[config.mk]
export PLATFORM = sky130hd
export DESIGN_NAME = nctad_datapath
export DESIGN_NICKNAME = d
export VERILOG_FILES = /design/src/pkg/nctad_pkg.sv /design/src/rtl/nctad_datapath.sv
export SDC_FILE = /design/constraint.sdc
export NUM_CORES = 1
export LEC_CHECK = 0
export ABC_AREA = 1
export BUFFER_PORTS_ARGS = -buffer_cell sky130_fd_sc_hd__buf_4
export CORE_UTILIZATION = 30
export DETAILED_ROUTE_END_ITERATION = 12
export PLACE_DENSITY = 0.47
export SETUP_SLACK_MARGIN = 0.2
export SKIP_CTS_REPAIR_TIMING = 1
export SYNTH_ARGS = -nofsm -noshare
export SYNTH_HDL_FRONTEND = slang
export SYNTH_SLANG_ARGS = --single-unit
[constraint.sdc]
create_clock -name i_clock -period 6.83 [get_ports i_clock]
set_input_delay 1.366 -clock i_clock [delete_from_list [all_inputs] [get_ports i_clock]]
set_output_delay 1.366 -clock i_clock [all_outputs]
set_load 0.01 [all_outputs]
[src/pkg/nctad_pkg.sv]
// Package of constants, opcodes and carriers for the nibble core datapath
package nctad_pkg;
   localparam int unsigned NCTAD_PC_W = 14;
   localparam int unsigned NCTAD_PAGE_W = 7;
   localparam int unsigned NCTAD_RAM_AW = 10;
   localparam int unsigned NCTAD_STACK_DEPTH = 8;
   localparam int unsigned NCTAD_SIDX_W = 3;
   localparam int unsigned NCTAD_ROM_W = 10;
   localparam int unsigned NCTAD_SKIPPED_CYCLES = 1;
   localparam logic [3:0] NCTAD_NIB_ZERO = 4'h0;
   localparam logic [3:0] NCTAD_NIB_ONE = 4'h1;
   localparam logic [13:0] NCTAD_PC_RESET = 14'h0000;
   localparam logic [2:0] NCTAD_SIDX_RESET = 3'h7;
   localparam logic [2:0] NCTAD_SIDX_ONE = 3'h1;
   localparam logic [13:0] NCTAD_PC_ONE = 14'h0001;

   typedef enum logic [5:0] {
      NCTAD_OP_NOP = 6'h00,
      NCTAD_OP_READ_B_TO_ACC = 6'h01,
      NCTAD_OP_COPY_ACC_INTO_B = 6'h02,
      NCTAD_OP_READ_Y_TO_ACC = 6'h03,
      NCTAD_OP_WRITE_Y_FROM_ACC = 6'h04,
      NCTAD_OP_COPY_ACC_TO_TABLE_PAGE = 6'h05,
      NCTAD_OP_READ_TABLE_PAGE_TO_ACC = 6'h06,
      NCTAD_OP_READ_Z_TO_ACC = 6'h07,
      NCTAD_OP_READ_X_TO_ACC = 6'h08,
      NCTAD_OP_READ_STACK_INDEX_TO_ACC = 6'h09,
      NCTAD_OP_LOAD_X_Y_FIELDS = 6'h0a,
      NCTAD_OP_LOAD_Z_FIELD = 6'h0b,
      NCTAD_OP_INCREMENT_Y_POINTER = 6'h0c,
      NCTAD_OP_DECREMENT_Y_POINTER = 6'h0d,
      NCTAD_OP_LOAD_ACC_FROM_RAM = 6'h0e,
      NCTAD_OP_STORE_ACC_TO_RAM = 6'h0f,
      NCTAD_OP_SWAP_ACC_RAM = 6'h10,
      NCTAD_OP_SWAP_ACC_RAM_DEC_Y = 6'h11,
      NCTAD_OP_SWAP_ACC_RAM_INC_Y = 6'h12,
      NCTAD_OP_LOAD_ACC_IMM = 6'h13,
      NCTAD_OP_ROM_TABLE_LOOKUP = 6'h14,
      NCTAD_OP_ADD_MEM_TO_ACC = 6'h15,
      NCTAD_OP_ADD_MEM_WITH_CARRY = 6'h16,
      NCTAD_OP_ADD_IMM = 6'h17,
      NCTAD_OP_AND_MEM = 6'h18,
      NCTAD_OP_OR_MEM = 6'h19,
      NCTAD_OP_SET_CARRY = 6'h1a,
      NCTAD_OP_RESET_CARRY = 6'h1b,
      NCTAD_OP_SKIP_IF_CARRY_CLEAR = 6'h1c,
      NCTAD_OP_COMPLEMENT_ACC = 6'h1d,
      NCTAD_OP_ROTATE_RIGHT_THRU_CARRY = 6'h1e,
      NCTAD_OP_RETURN_FROM_CALL = 6'h1f,
      NCTAD_OP_RETURN_WITH_SKIP = 6'h20
   } nctad_op_t;

   typedef enum logic [1:0] {
      NCTAD_ST_IDLE = 2'b00,
      NCTAD_ST_TABLE_READ = 2'b01,
      NCTAD_ST_TABLE_POP = 2'b10
   } nctad_state_t;

   // Instruction word handed in by the sequencer
   typedef struct packed {
      nctad_op_t op;
      logic [3:0] imm_a;
      logic [3:0] imm_b;
      logic [5:0] page;
   } nctad_instr_t;

   // RAM nibble request
   typedef struct packed {
      logic [9:0] addr;
      logic we;
      logic [3:0] wdata;
   } nctad_ram_req_t;
endpackage

[src/rtl/nctad_datapath.sv]
// Execution datapath of the nibble core: registers, skip, transfer and ALU
`timescale 1ns/100ps
module nctad_datapath (
   input wire logic i_clock,
   input wire logic i_sys_rst,
   input wire logic i_instr_valid,
   input wire nctad_pkg::nctad_instr_t i_instr,
   input wire logic [3:0] i_ram_rdata,
   input wire logic [9:0] i_rom_rdata,
   input wire logic i_skip_request,
   input wire logic i_push,
   input wire logic i_jump,
   input wire logic [13:0] i_jump_target,
   output logic o_busy,
   output logic o_skip_pending,
   output nctad_pkg::nctad_ram_req_t o_ram_req,
   output logic [13:0] o_rom_addr,
   output logic [13:0] o_pc,
   output logic [9:0] o_ram_pointer,
   output logic [3:0] o_acc,
   output logic [3:0] o_b_reg,
   output logic o_carry_flag,
   output logic [2:0] o_table_page_register,
   output logic [2:0] o_return_stack_index
);
   logic [6:0] counter_high_part_q, counter_high_part_d;
   logic [6:0] counter_low_part_q, counter_low_part_d;
   logic [13:0] return_stack_q [nctad_pkg::NCTAD_STACK_DEPTH];
   logic [13:0] stack_wdata;
   logic stack_we;
   logic [2:0] return_stack_index_q, return_stack_index_d;
   logic [3:0] acc_q, acc_d;
   logic [3:0] b_q, b_d;
   logic [3:0] x_q, x_d;
   logic [3:0] y_q, y_d;
   logic [1:0] z_q, z_d;
   logic [2:0] table_page_register_q, table_page_register_d;
   logic carry_flag_q, carry_flag_d;
   logic skip_q, skip_d;
   logic [9:0] ram_pointer;
   logic [13:0] pc;
   logic [4:0] sum;
   logic ram_we;
   logic [3:0] ram_wdata;
   nctad_pkg::nctad_state_t state_q, state_d;
   nctad_pkg::nctad_op_t op;

   // Four-bit add with carry in, five-bit result
   function automatic logic [4:0] nib_add(input logic [3:0] a,
      input logic [3:0] b, input logic c);
      nib_add = {1'b0, a} + {1'b0, b} + {4'h0, c};
   endfunction

   // X updated by immediate j after a RAM transfer
   function automatic logic [3:0] x_xor(input logic [3:0] x,
      input logic [3:0] j);
      x_xor = x ^ j;
   endfunction

   // Program counter step to the next instruction
   function automatic logic [13:0] pc_inc(input logic [13:0] p);
      pc_inc = p + nctad_pkg::NCTAD_PC_ONE;
   endfunction

   // Y pointer step, wrapping modulo sixteen
   function automatic logic [3:0] y_step(input logic [3:0] y,
      input logic up);
      y_step = up ? y + nctad_pkg::NCTAD_NIB_ONE :
         y - nctad_pkg::NCTAD_NIB_ONE;
   endfunction

   // Stack index step, wrapping in three bits
   function automatic logic [2:0] idx_step(input logic [2:0] idx,
      input logic up);
      idx_step = up ? idx + nctad_pkg::NCTAD_SIDX_ONE :
         idx - nctad_pkg::NCTAD_SIDX_ONE;
   endfunction

   assign op = i_instr.op;
   assign ram_pointer = {z_q, x_q, y_q};
   assign pc = {counter_high_part_q, counter_low_part_q};

   always_comb begin
      counter_high_part_d = counter_high_part_q;
      counter_low_part_d = counter_low_part_q;
      return_stack_index_d = return_stack_index_q;
      stack_we = 1'b0;
      stack_wdata = pc;
      acc_d = acc_q;
      b_d = b_q;
      x_d = x_q;
      y_d = y_q;
      z_d = z_q;
      table_page_register_d = table_page_register_q;
      carry_flag_d = carry_flag_q;
      skip_d = skip_q;
      state_d = state_q;
      ram_we = 1'b0;
      ram_wdata = acc_q;
      sum = 5'h00;
      case (state_q)
         nctad_pkg::NCTAD_ST_IDLE: begin
            if (i_instr_valid) begin
               // Step past the instruction, skipped or not; jumps, lookups and returns override the PC below
               {counter_high_part_d, counter_low_part_d} =
                  pc_inc(pc);
               skip_d = 1'b0;
               if (skip_q) begin
                  // Voided instruction; lookups and returns take one cycle
                  state_d = nctad_pkg::NCTAD_ST_IDLE;
               end else begin
                  if (i_push) begin
                     return_stack_index_d =
                        idx_step(return_stack_index_q, 1'b1);
                     stack_we = 1'b1;
                     stack_wdata = pc_inc(pc);
                  end
                  if (i_jump) begin
                     {counter_high_part_d, counter_low_part_d} =
                        i_jump_target;
                  end
                  skip_d = i_skip_request;
                  case (op)
                     nctad_pkg::NCTAD_OP_READ_B_TO_ACC: begin
                        acc_d = b_q;
                     end
                     nctad_pkg::NCTAD_OP_COPY_ACC_INTO_B: begin
                        b_d = acc_q;
                     end
                     nctad_pkg::NCTAD_OP_READ_Y_TO_ACC: begin
                        acc_d = y_q;
                     end
                     nctad_pkg::NCTAD_OP_WRITE_Y_FROM_ACC: begin
                        y_d = acc_q;
                     end
                     nctad_pkg::NCTAD_OP_COPY_ACC_TO_TABLE_PAGE: begin
                        table_page_register_d = acc_q[2:0];
                     end
                     nctad_pkg::NCTAD_OP_READ_TABLE_PAGE_TO_ACC: begin
                        acc_d = {1'b0, table_page_register_q};
                     end
                     nctad_pkg::NCTAD_OP_READ_Z_TO_ACC: begin
                        acc_d = {2'b00, z_q};
                     end
                     nctad_pkg::NCTAD_OP_READ_X_TO_ACC: begin
                        acc_d = x_q;
                     end
                     nctad_pkg::NCTAD_OP_READ_STACK_INDEX_TO_ACC: begin
                        acc_d = {1'b0, return_stack_index_q};
                     end
                     nctad_pkg::NCTAD_OP_LOAD_X_Y_FIELDS: begin
                        x_d = i_instr.imm_a;
                        y_d = i_instr.imm_b;
                     end
                     nctad_pkg::NCTAD_OP_LOAD_Z_FIELD: begin
                        z_d = i_instr.imm_a[1:0];
                     end
                     nctad_pkg::NCTAD_OP_INCREMENT_Y_POINTER: begin
                        y_d = y_step(y_q, 1'b1);
                     end
                     nctad_pkg::NCTAD_OP_DECREMENT_Y_POINTER: begin
                        y_d = y_step(y_q, 1'b0);
                     end
                     nctad_pkg::NCTAD_OP_LOAD_ACC_FROM_RAM: begin
                        acc_d = i_ram_rdata;
                        x_d = x_xor(x_q, i_instr.imm_a);
                     end
                     nctad_pkg::NCTAD_OP_STORE_ACC_TO_RAM: begin
                        ram_we = 1'b1;
                        x_d = x_xor(x_q, i_instr.imm_a);
                     end
                     nctad_pkg::NCTAD_OP_SWAP_ACC_RAM: begin
                        ram_we = 1'b1;
                        acc_d = i_ram_rdata;
                        x_d = x_xor(x_q, i_instr.imm_a);
                     end
                     nctad_pkg::NCTAD_OP_SWAP_ACC_RAM_DEC_Y: begin
                        ram_we = 1'b1;
                        acc_d = i_ram_rdata;
                        x_d = x_xor(x_q, i_instr.imm_a);
                        y_d = y_step(y_q, 1'b0);
                     end
                     nctad_pkg::NCTAD_OP_SWAP_ACC_RAM_INC_Y: begin
                        ram_we = 1'b1;
                        acc_d = i_ram_rdata;
                        x_d = x_xor(x_q, i_instr.imm_a);
                        y_d = y_step(y_q, 1'b1);
                     end
                     nctad_pkg::NCTAD_OP_LOAD_ACC_IMM: begin
                        acc_d = i_instr.imm_a;
                     end
                     nctad_pkg::NCTAD_OP_ROM_TABLE_LOOKUP: begin
                        // Push return address, jump into the table
                        return_stack_index_d =
                           idx_step(return_stack_index_q, 1'b1);
                        stack_we = 1'b1;
                        stack_wdata = pc_inc(pc);
                        counter_high_part_d = {1'b0, i_instr.page};
                        counter_low_part_d = {table_page_register_q,
                           acc_q};
                        state_d = nctad_pkg::NCTAD_ST_TABLE_READ;
                     end
                     nctad_pkg::NCTAD_OP_ADD_MEM_TO_ACC: begin
                        sum = nib_add(acc_q, i_ram_rdata, 1'b0);
                        acc_d = sum[3:0];
                     end
                     nctad_pkg::NCTAD_OP_ADD_MEM_WITH_CARRY: begin
                        sum = nib_add(acc_q, i_ram_rdata, carry_flag_q);
                        acc_d = sum[3:0];
                        carry_flag_d = sum[4];
                     end
                     nctad_pkg::NCTAD_OP_ADD_IMM: begin
                        sum = nib_add(acc_q, i_instr.imm_a, 1'b0);
                        acc_d = sum[3:0];
                     end
                     nctad_pkg::NCTAD_OP_AND_MEM: begin
                        acc_d = acc_q & i_ram_rdata;
                     end
                     nctad_pkg::NCTAD_OP_OR_MEM: begin
                        acc_d = acc_q | i_ram_rdata;
                     end
                     nctad_pkg::NCTAD_OP_SET_CARRY: begin
                        carry_flag_d = 1'b1;
                     end
                     nctad_pkg::NCTAD_OP_RESET_CARRY: begin
                        carry_flag_d = 1'b0;
                     end
                     nctad_pkg::NCTAD_OP_SKIP_IF_CARRY_CLEAR: begin
                        skip_d = i_skip_request | ~carry_flag_q;
                     end
                     nctad_pkg::NCTAD_OP_COMPLEMENT_ACC: begin
                        acc_d = ~acc_q;
                     end
                     nctad_pkg::NCTAD_OP_ROTATE_RIGHT_THRU_CARRY: begin
                        acc_d = {carry_flag_q, acc_q[3:1]};
                        carry_flag_d = acc_q[0];
                     end
                     nctad_pkg::NCTAD_OP_RETURN_FROM_CALL,
                     nctad_pkg::NCTAD_OP_RETURN_WITH_SKIP: begin
                        {counter_high_part_d, counter_low_part_d} =
                           return_stack_q[return_stack_index_q];
                        return_stack_index_d =
                           idx_step(return_stack_index_q, 1'b0);
                        skip_d = i_skip_request |
                           (op == nctad_pkg::NCTAD_OP_RETURN_WITH_SKIP);
                     end
                     default: begin
                        acc_d = acc_q;
                     end
                  endcase
               end
            end
         end
         nctad_pkg::NCTAD_ST_TABLE_READ: begin
            // ROM word at the table address lands in registers
            table_page_register_d = {table_page_register_q[2],
               i_rom_rdata[9:8]};
            b_d = i_rom_rdata[7:4];
            acc_d = i_rom_rdata[3:0];
            state_d = nctad_pkg::NCTAD_ST_TABLE_POP;
         end
         nctad_pkg::NCTAD_ST_TABLE_POP: begin
            {counter_high_part_d, counter_low_part_d} =
               return_stack_q[return_stack_index_q];
            return_stack_index_d =
               idx_step(return_stack_index_q, 1'b0);
            state_d = nctad_pkg::NCTAD_ST_IDLE;
         end
         default: begin
            state_d = nctad_pkg::NCTAD_ST_IDLE;
         end
      endcase
   end

   always_ff @(posedge i_clock) begin
      if (i_sys_rst) begin
         counter_high_part_q <= nctad_pkg::NCTAD_PC_RESET[13:7];
         counter_low_part_q <= nctad_pkg::NCTAD_PC_RESET[6:0];
         return_stack_index_q <= nctad_pkg::NCTAD_SIDX_RESET;
         acc_q <= nctad_pkg::NCTAD_NIB_ZERO;
         b_q <= nctad_pkg::NCTAD_NIB_ZERO;
         x_q <= nctad_pkg::NCTAD_NIB_ZERO;
         y_q <= nctad_pkg::NCTAD_NIB_ZERO;
         z_q <= 2'b00;
         table_page_register_q <= 3'h0;
         carry_flag_q <= 1'b0;
         skip_q <= 1'b0;
         state_q <= nctad_pkg::NCTAD_ST_IDLE;
      end else begin
         counter_high_part_q <= counter_high_part_d;
         counter_low_part_q <= counter_low_part_d;
         return_stack_index_q <= return_stack_index_d;
         acc_q <= acc_d;
         b_q <= b_d;
         x_q <= x_d;
         y_q <= y_d;
         z_q <= z_d;
         table_page_register_q <= table_page_register_d;
         carry_flag_q <= carry_flag_d;
         skip_q <= skip_d;
         state_q <= state_d;
      end
   end

   // Stack storage, written at the incremented index
   always_ff @(posedge i_clock) begin
      if (stack_we) begin
         return_stack_q[return_stack_index_d] <= stack_wdata;
      end
   end

   assign o_busy = (state_q != nctad_pkg::NCTAD_ST_IDLE);
   assign o_skip_pending = skip_q;
   assign o_ram_req.addr = ram_pointer;
   assign o_ram_req.we = ram_we;
   assign o_ram_req.wdata = ram_wdata;
   assign o_rom_addr = pc;
   assign o_pc = pc;
   assign o_ram_pointer = ram_pointer;
   assign o_acc = acc_q;
   assign o_b_reg = b_q;
   assign o_carry_flag = carry_flag_q;
   assign o_table_page_register = table_page_register_q;
   assign o_return_stack_index = return_stack_index_q;
endmodule // nctad_datapath

=== Word-level counts from Yosys, hierarchy flattened ===
Memories as Yosys holds them, arrays and structs flattened. A register that Yosys moved wholly into a read port is not among the register bits.
Cells that the tools add are included.
Widths: inputs -> output; s select.

* RAM bits: 112
* Logic and storage cells: 148
* Bits of input ports: 54
* Output and inout port bits: 70
* Bits in registers: 42
* Memories kept: 1

* Eq/ne operators: 40
* Reductions and logical operators: 24
* Add/subtract/negate cells: 8
* Bitwise logic cells: 9
* Mux-type cells: 53

{| class="wikitable"
|+ Memory list
! name !! depth !! width !! rd ports !! clocked after Yosys merged registers in !! wr ports !! line !! source
|-
| return_stack_q || 8 || 14 || 1 || 1 || 1 || nctad_datapath.sv:28 || <nowiki>logic [13:0] return_stack_q [nctad_pkg::NCTAD_STACK_DEPTH];</nowiki>
|}

{| class="wikitable"
|+ Operator list
! kind !! count
|-
| $eq 6x5->1 const B || 16
|-
| $mux 14 || 5
|-
| $pmux 4 s15 || 1
|-
| $pmux 7 s2 || 4
|-
| $eq 6x4->1 const B || 8
|-
| $mux 7 || 6
|-
| $reduce_and 4->1 || 7
|-
| $eq 6x3->1 const B || 4
|-
| $pmux 4 s2 || 3
|-
| $mux 3 || 7
|-
| $mux 4 || 5
|-
| $pmux 3 s2 || 3
|-
| $ne 16x2->1 const B || 1
|-
| $pmux 4 s4 || 1
|-
| $add 14x1->14 const B || 1
|-
| $eq 6x2->1 const B || 2
|-
| $mux 1 || 12
|-
| $reduce_bool 2->1 || 4
|-
| $reduce_bool 4->1 || 2
|-
| $reduce_or 4->1 || 2
|-
| $eq 6x1->1 const B || 1
|-
| $eq 6x6->1 const B || 1
|-
| $mux 2 || 3
|-
| $reduce_and 2->1 || 3
|-
| 25 further kinds || 32
|}

=== Longest topological paths before layout ===
* Word-level depth: 7
* Depth in mapped cells: 15
* Depth with buffers taken out: 15

=== Worst setup path before layout ===
No wires, ideal clock.

* Path kind: input-to-output
* From: input i_instr_valid
* To: output o_ram_req[4] in the netlist's numbering
* Path slack: 3.251 ns
* Stages: 7
* Buffers on the path: 1
* Arrival time: 2.213 ns
* Data required time: 5.464 ns
* Cell sequence: inv_1 -> nor2_2 -> nand2_1 -> nor2_2 -> inv_1 -> a21oi_1 -> buf_4

* Longest elaborated chain between the ends: 2

{| class="wikitable"
|+ Ends and longest elaborated chain
! element !! line !! source
|-
| start: declaration || nctad_datapath.sv:6 || <nowiki>input wire logic i_instr_valid,</nowiki>
|-
| $mux 1 || nctad_datapath.sv:103 || <nowiki>if (i_instr_valid) begin</nowiki>
|-
| $mux 1 || nctad_datapath.sv:101 || <nowiki>case (state_q)</nowiki>
|-
| end: declaration || nctad_datapath.sv:16 || <nowiki>output nctad_pkg::nctad_ram_req_t o_ram_req,</nowiki>
|}

No other way between the ends.

=== Worst setup path in the final report ===
* From: input i_instr[16] in the netlist's numbering
* To: memory return_stack_q[7][0], enable pin

* Longest elaborated chain between the ends: 7
* Elaborated cells between the ends (all ways): 14
* Classes of those cells: eq/ne: 3; mux: 10; reduce/logical: 1

{| class="wikitable"
|+ Ends and longest elaborated chain
! element !! line !! source
|-
| start: declaration || nctad_datapath.sv:7 || <nowiki>input wire nctad_pkg::nctad_instr_t i_instr,</nowiki>
|-
| parallel branches: the longest is 7 deep, another holds $eq 6x6->1 || n/a ||
|-
| end: declaration || nctad_datapath.sv:28 ||
|}

Parallel ways; which one is timed is not known.

==> key figures <==
Clock network
  – Clk slew on worst S/H paths: 80 ps
  – CTS sink cnt: 154
  – Htree depth: 4
  – Total CTS buffers: 17
  – CTS tree: done
  – Root buf cell: clkbuf_16
  – Clk_lat worst skew: 440 ps
  – CTS Buffer Depth: 2

Placement
  – PortBufs: 123
  – Post-DP Area: 9930 um2
  – Detailed Place HPWL: 22.6 mm
  – Placed cell count: 1,556
  – RD Place Congestion: 0.939

Logic synthesis
  – Number of synthesized flops with an enable pin: 112
  – Compound-cell area share of the yosys netlist: 15.2%
  – Most used DFF post-synth: edfxtp_1
  – Largest family of logic cells by synthesized area: simple AND/OR/NAND/NOR gates
  – Post-synthesis adder-cell area fraction: 3.24%
  – Synth cell types: 45
  – Mux cell area share after synthesis: 0%
  – Syn Area/Cell: 7.96 um2
  – Sequential-to-total area share from yosys stat: 47.7%
  – Synth top cells by count: nand2_1, nor2_1, o21ai_0
  – Post-synthesis cell area: 8810 um2
  – Largest area contributor in the netlist: edfxtp_1
  – Post-synthesis simple-gate area fraction: 24.3%
  – Xor/xnor share of the synthesized area: 1.69%
  – Top-count cell post-synth: nand2_1
  – Syn Inst Count: 1,107
  – Asr flop ratio synth: 0%
  – Yosys warning count: 0
  – Synth top area cells: edfxtp_1, nand2_1, dfxtp_1
  – FF+latch count, synth: 154
  – Synthesized Nets: 1,182
  – Top cell type's share of synthesized area: 38.2%

Timing
  – Clock period minus worst slack: 4240 ps
  – Max Slew Vio Count: 0
  – Relative slew slack: 16.6%
  – F_max: 0.236 GHz
  – RSZ-0062 raised after global routing: no
  – Worst Tran Pin Value: 1250 ps
  – Hold Violations, Final: 0
  – Clock skew: 15.7 ps
  – Final setup fails: 0
  – Final worst-path cycle share: 62.0%
  – Setup TNS: 0 ps

Layout
  – Antenna diodes: 0
  – Top Registers: return_stack_q x112, counter_high_part_q x7, counter_low_part_q x7
  – Fraction of layout cells with a size suffix above 1: 16.8%
  – Final Instance Count excl. Fillers: 1,588
  – Finished Cell Area: 10,500 um2
  – Max FFs per register: 112
  – Net count, final: 1,266
  – Top reg by flops: return_stack_q
  – Area Overhead vs Synth: 19.7%

Critical path
  – CP Launch Type: primary input
  – Arr. time, crit path: 4280 ps
  – CP bufs+invs: 1
  – CP max FO: 14
  – Worst EP required: 6870 ps
  – CP peak stage delay: 950 ps
  – CP most frequent cell: nand2_1
  – Crit path cell chain: buf_4 > nor2_1 > nand3_1 > nand2_2 > o21ai_2 > o21ai_1 > nand2_1 > nand2_1 > nand2_1 > nor2_1
  – Critical Path Slowest Stage Cell: nor2_1
  – WS Path Type: primary input to flip-flop
  – Crit path max-delay family: simple AND/OR/NAND/NOR gates
  – Crit end category: flip-flop

Die
  – I/O Pins: 124
  – Die Area: 30,100 um2
  – Starting density of the core: 30.6%
  – Core Area: 28,800 um2
  – # rows: 62
  – Die Ht: 173 um
  – Die W: 173 um

GRT
  – Largest net degree at the start of global routing: 60
  – Total track usage: 20.9%
  – Final global-route overflow total: 0
  – First-pass GRT wire length: 47.2 mm
  – Initial antenna violation count: 0
  – Vias in the first global route: 7,613

Pwr
  – Leak Pwr: 0.00435 uW
  – Power Dens Cells: 232 nW/um2
  – Max VDD drop: 0.000161 V
  – Tot Pwr: 2450 uW

Job
  – Max-cap violations: 0

Route
  – Vias: 8,062
  – Drt total wl: 31.4 mm
  – DR iter-0 viols: 665
  – DRC: 0
  – Vias per inst: 5.08
  – DRT antenna net count: 0
  – WL per Instance: 19.8 um
  – Drt first pass iters: 6

Status
  – Status: completed

Min path
  – Worst min path class: flip-flop to flip-flop
-- layout make-up --
type                    count  area [um2]
clock inverters            15         194
repair buffers            136        1020
multi-input cells         800        3910
inverters                  82         308
flip-flops and latches    154        4210
fillers                  3032       18200
clock buffers              17         425
well taps                 384         480
-- cell families after synthesis --
kind of cell	after synthesis
fa+ha+maj	21
flops	154
buf+inv	153
compound gates	242
xor+xnor	17
simple gates	520
-- through the flow --
stage                     utilization, %  hold slack [ps]  setup slack [ps]
final                               36.6              560              2590
after global routing                36.6              610              2440
after CTS                           36.6              568              2650
after detailed placement            34.5              556              2170
after global placement              34.5              552              2260
after floorplan                        -              535              3250
-- final timing paths --
kind	startpoint	endpoint	slack, ps	cells after the start
min reg2reg	x_q[0]	x_q[0]	560	2
max	i_instr[16]	return_stack_q[7][0]	2590	10
max reg2reg	o_skip_pending	return_stack_q[7][0]	3180	7
min	x_q[0]	x_q[0]	560	2
-- cell usage in the layout (no fill, tap or decap), types with 19 or more instances in the layout --
cell        n
nand3_1    61
o21ai_0   114
a21oi_1    52
nand2_1   240
dfxtp_1    41
nor2_1    184
inv_1      71
buf_4     136
o21ai_1    19
edfxtp_1  112
-- power breakdown --
group / switching, uW / leakage, uW / internal [uW]
Combinational: 251 / 0.00268 / 121
Clock: 500 / 0.000301 / 508
Sequential: 29.9 / 0.00137 / 1040
Total: 781 / 0.00435 / 1670
-- tightest hold or removal path, delay by kind of cell, from the launching register on --
family / cells / cell delay [ps]
compound gates: 1 / 60
flops: 1 / 360
simple gates: 1 / 100
-- routing by layer --
metal  vias to the layer above  share of wire (%)  GRT usage, %
met3                        31                4.5          3.16
met1                      3877                 47          28.5
met2                       261                 47          34.8
met4                         0                1.6          5.16
li1                       3893                  -             -
met5                         -                  0             0
Note: power is estimated with default switching activity, not from simulation.
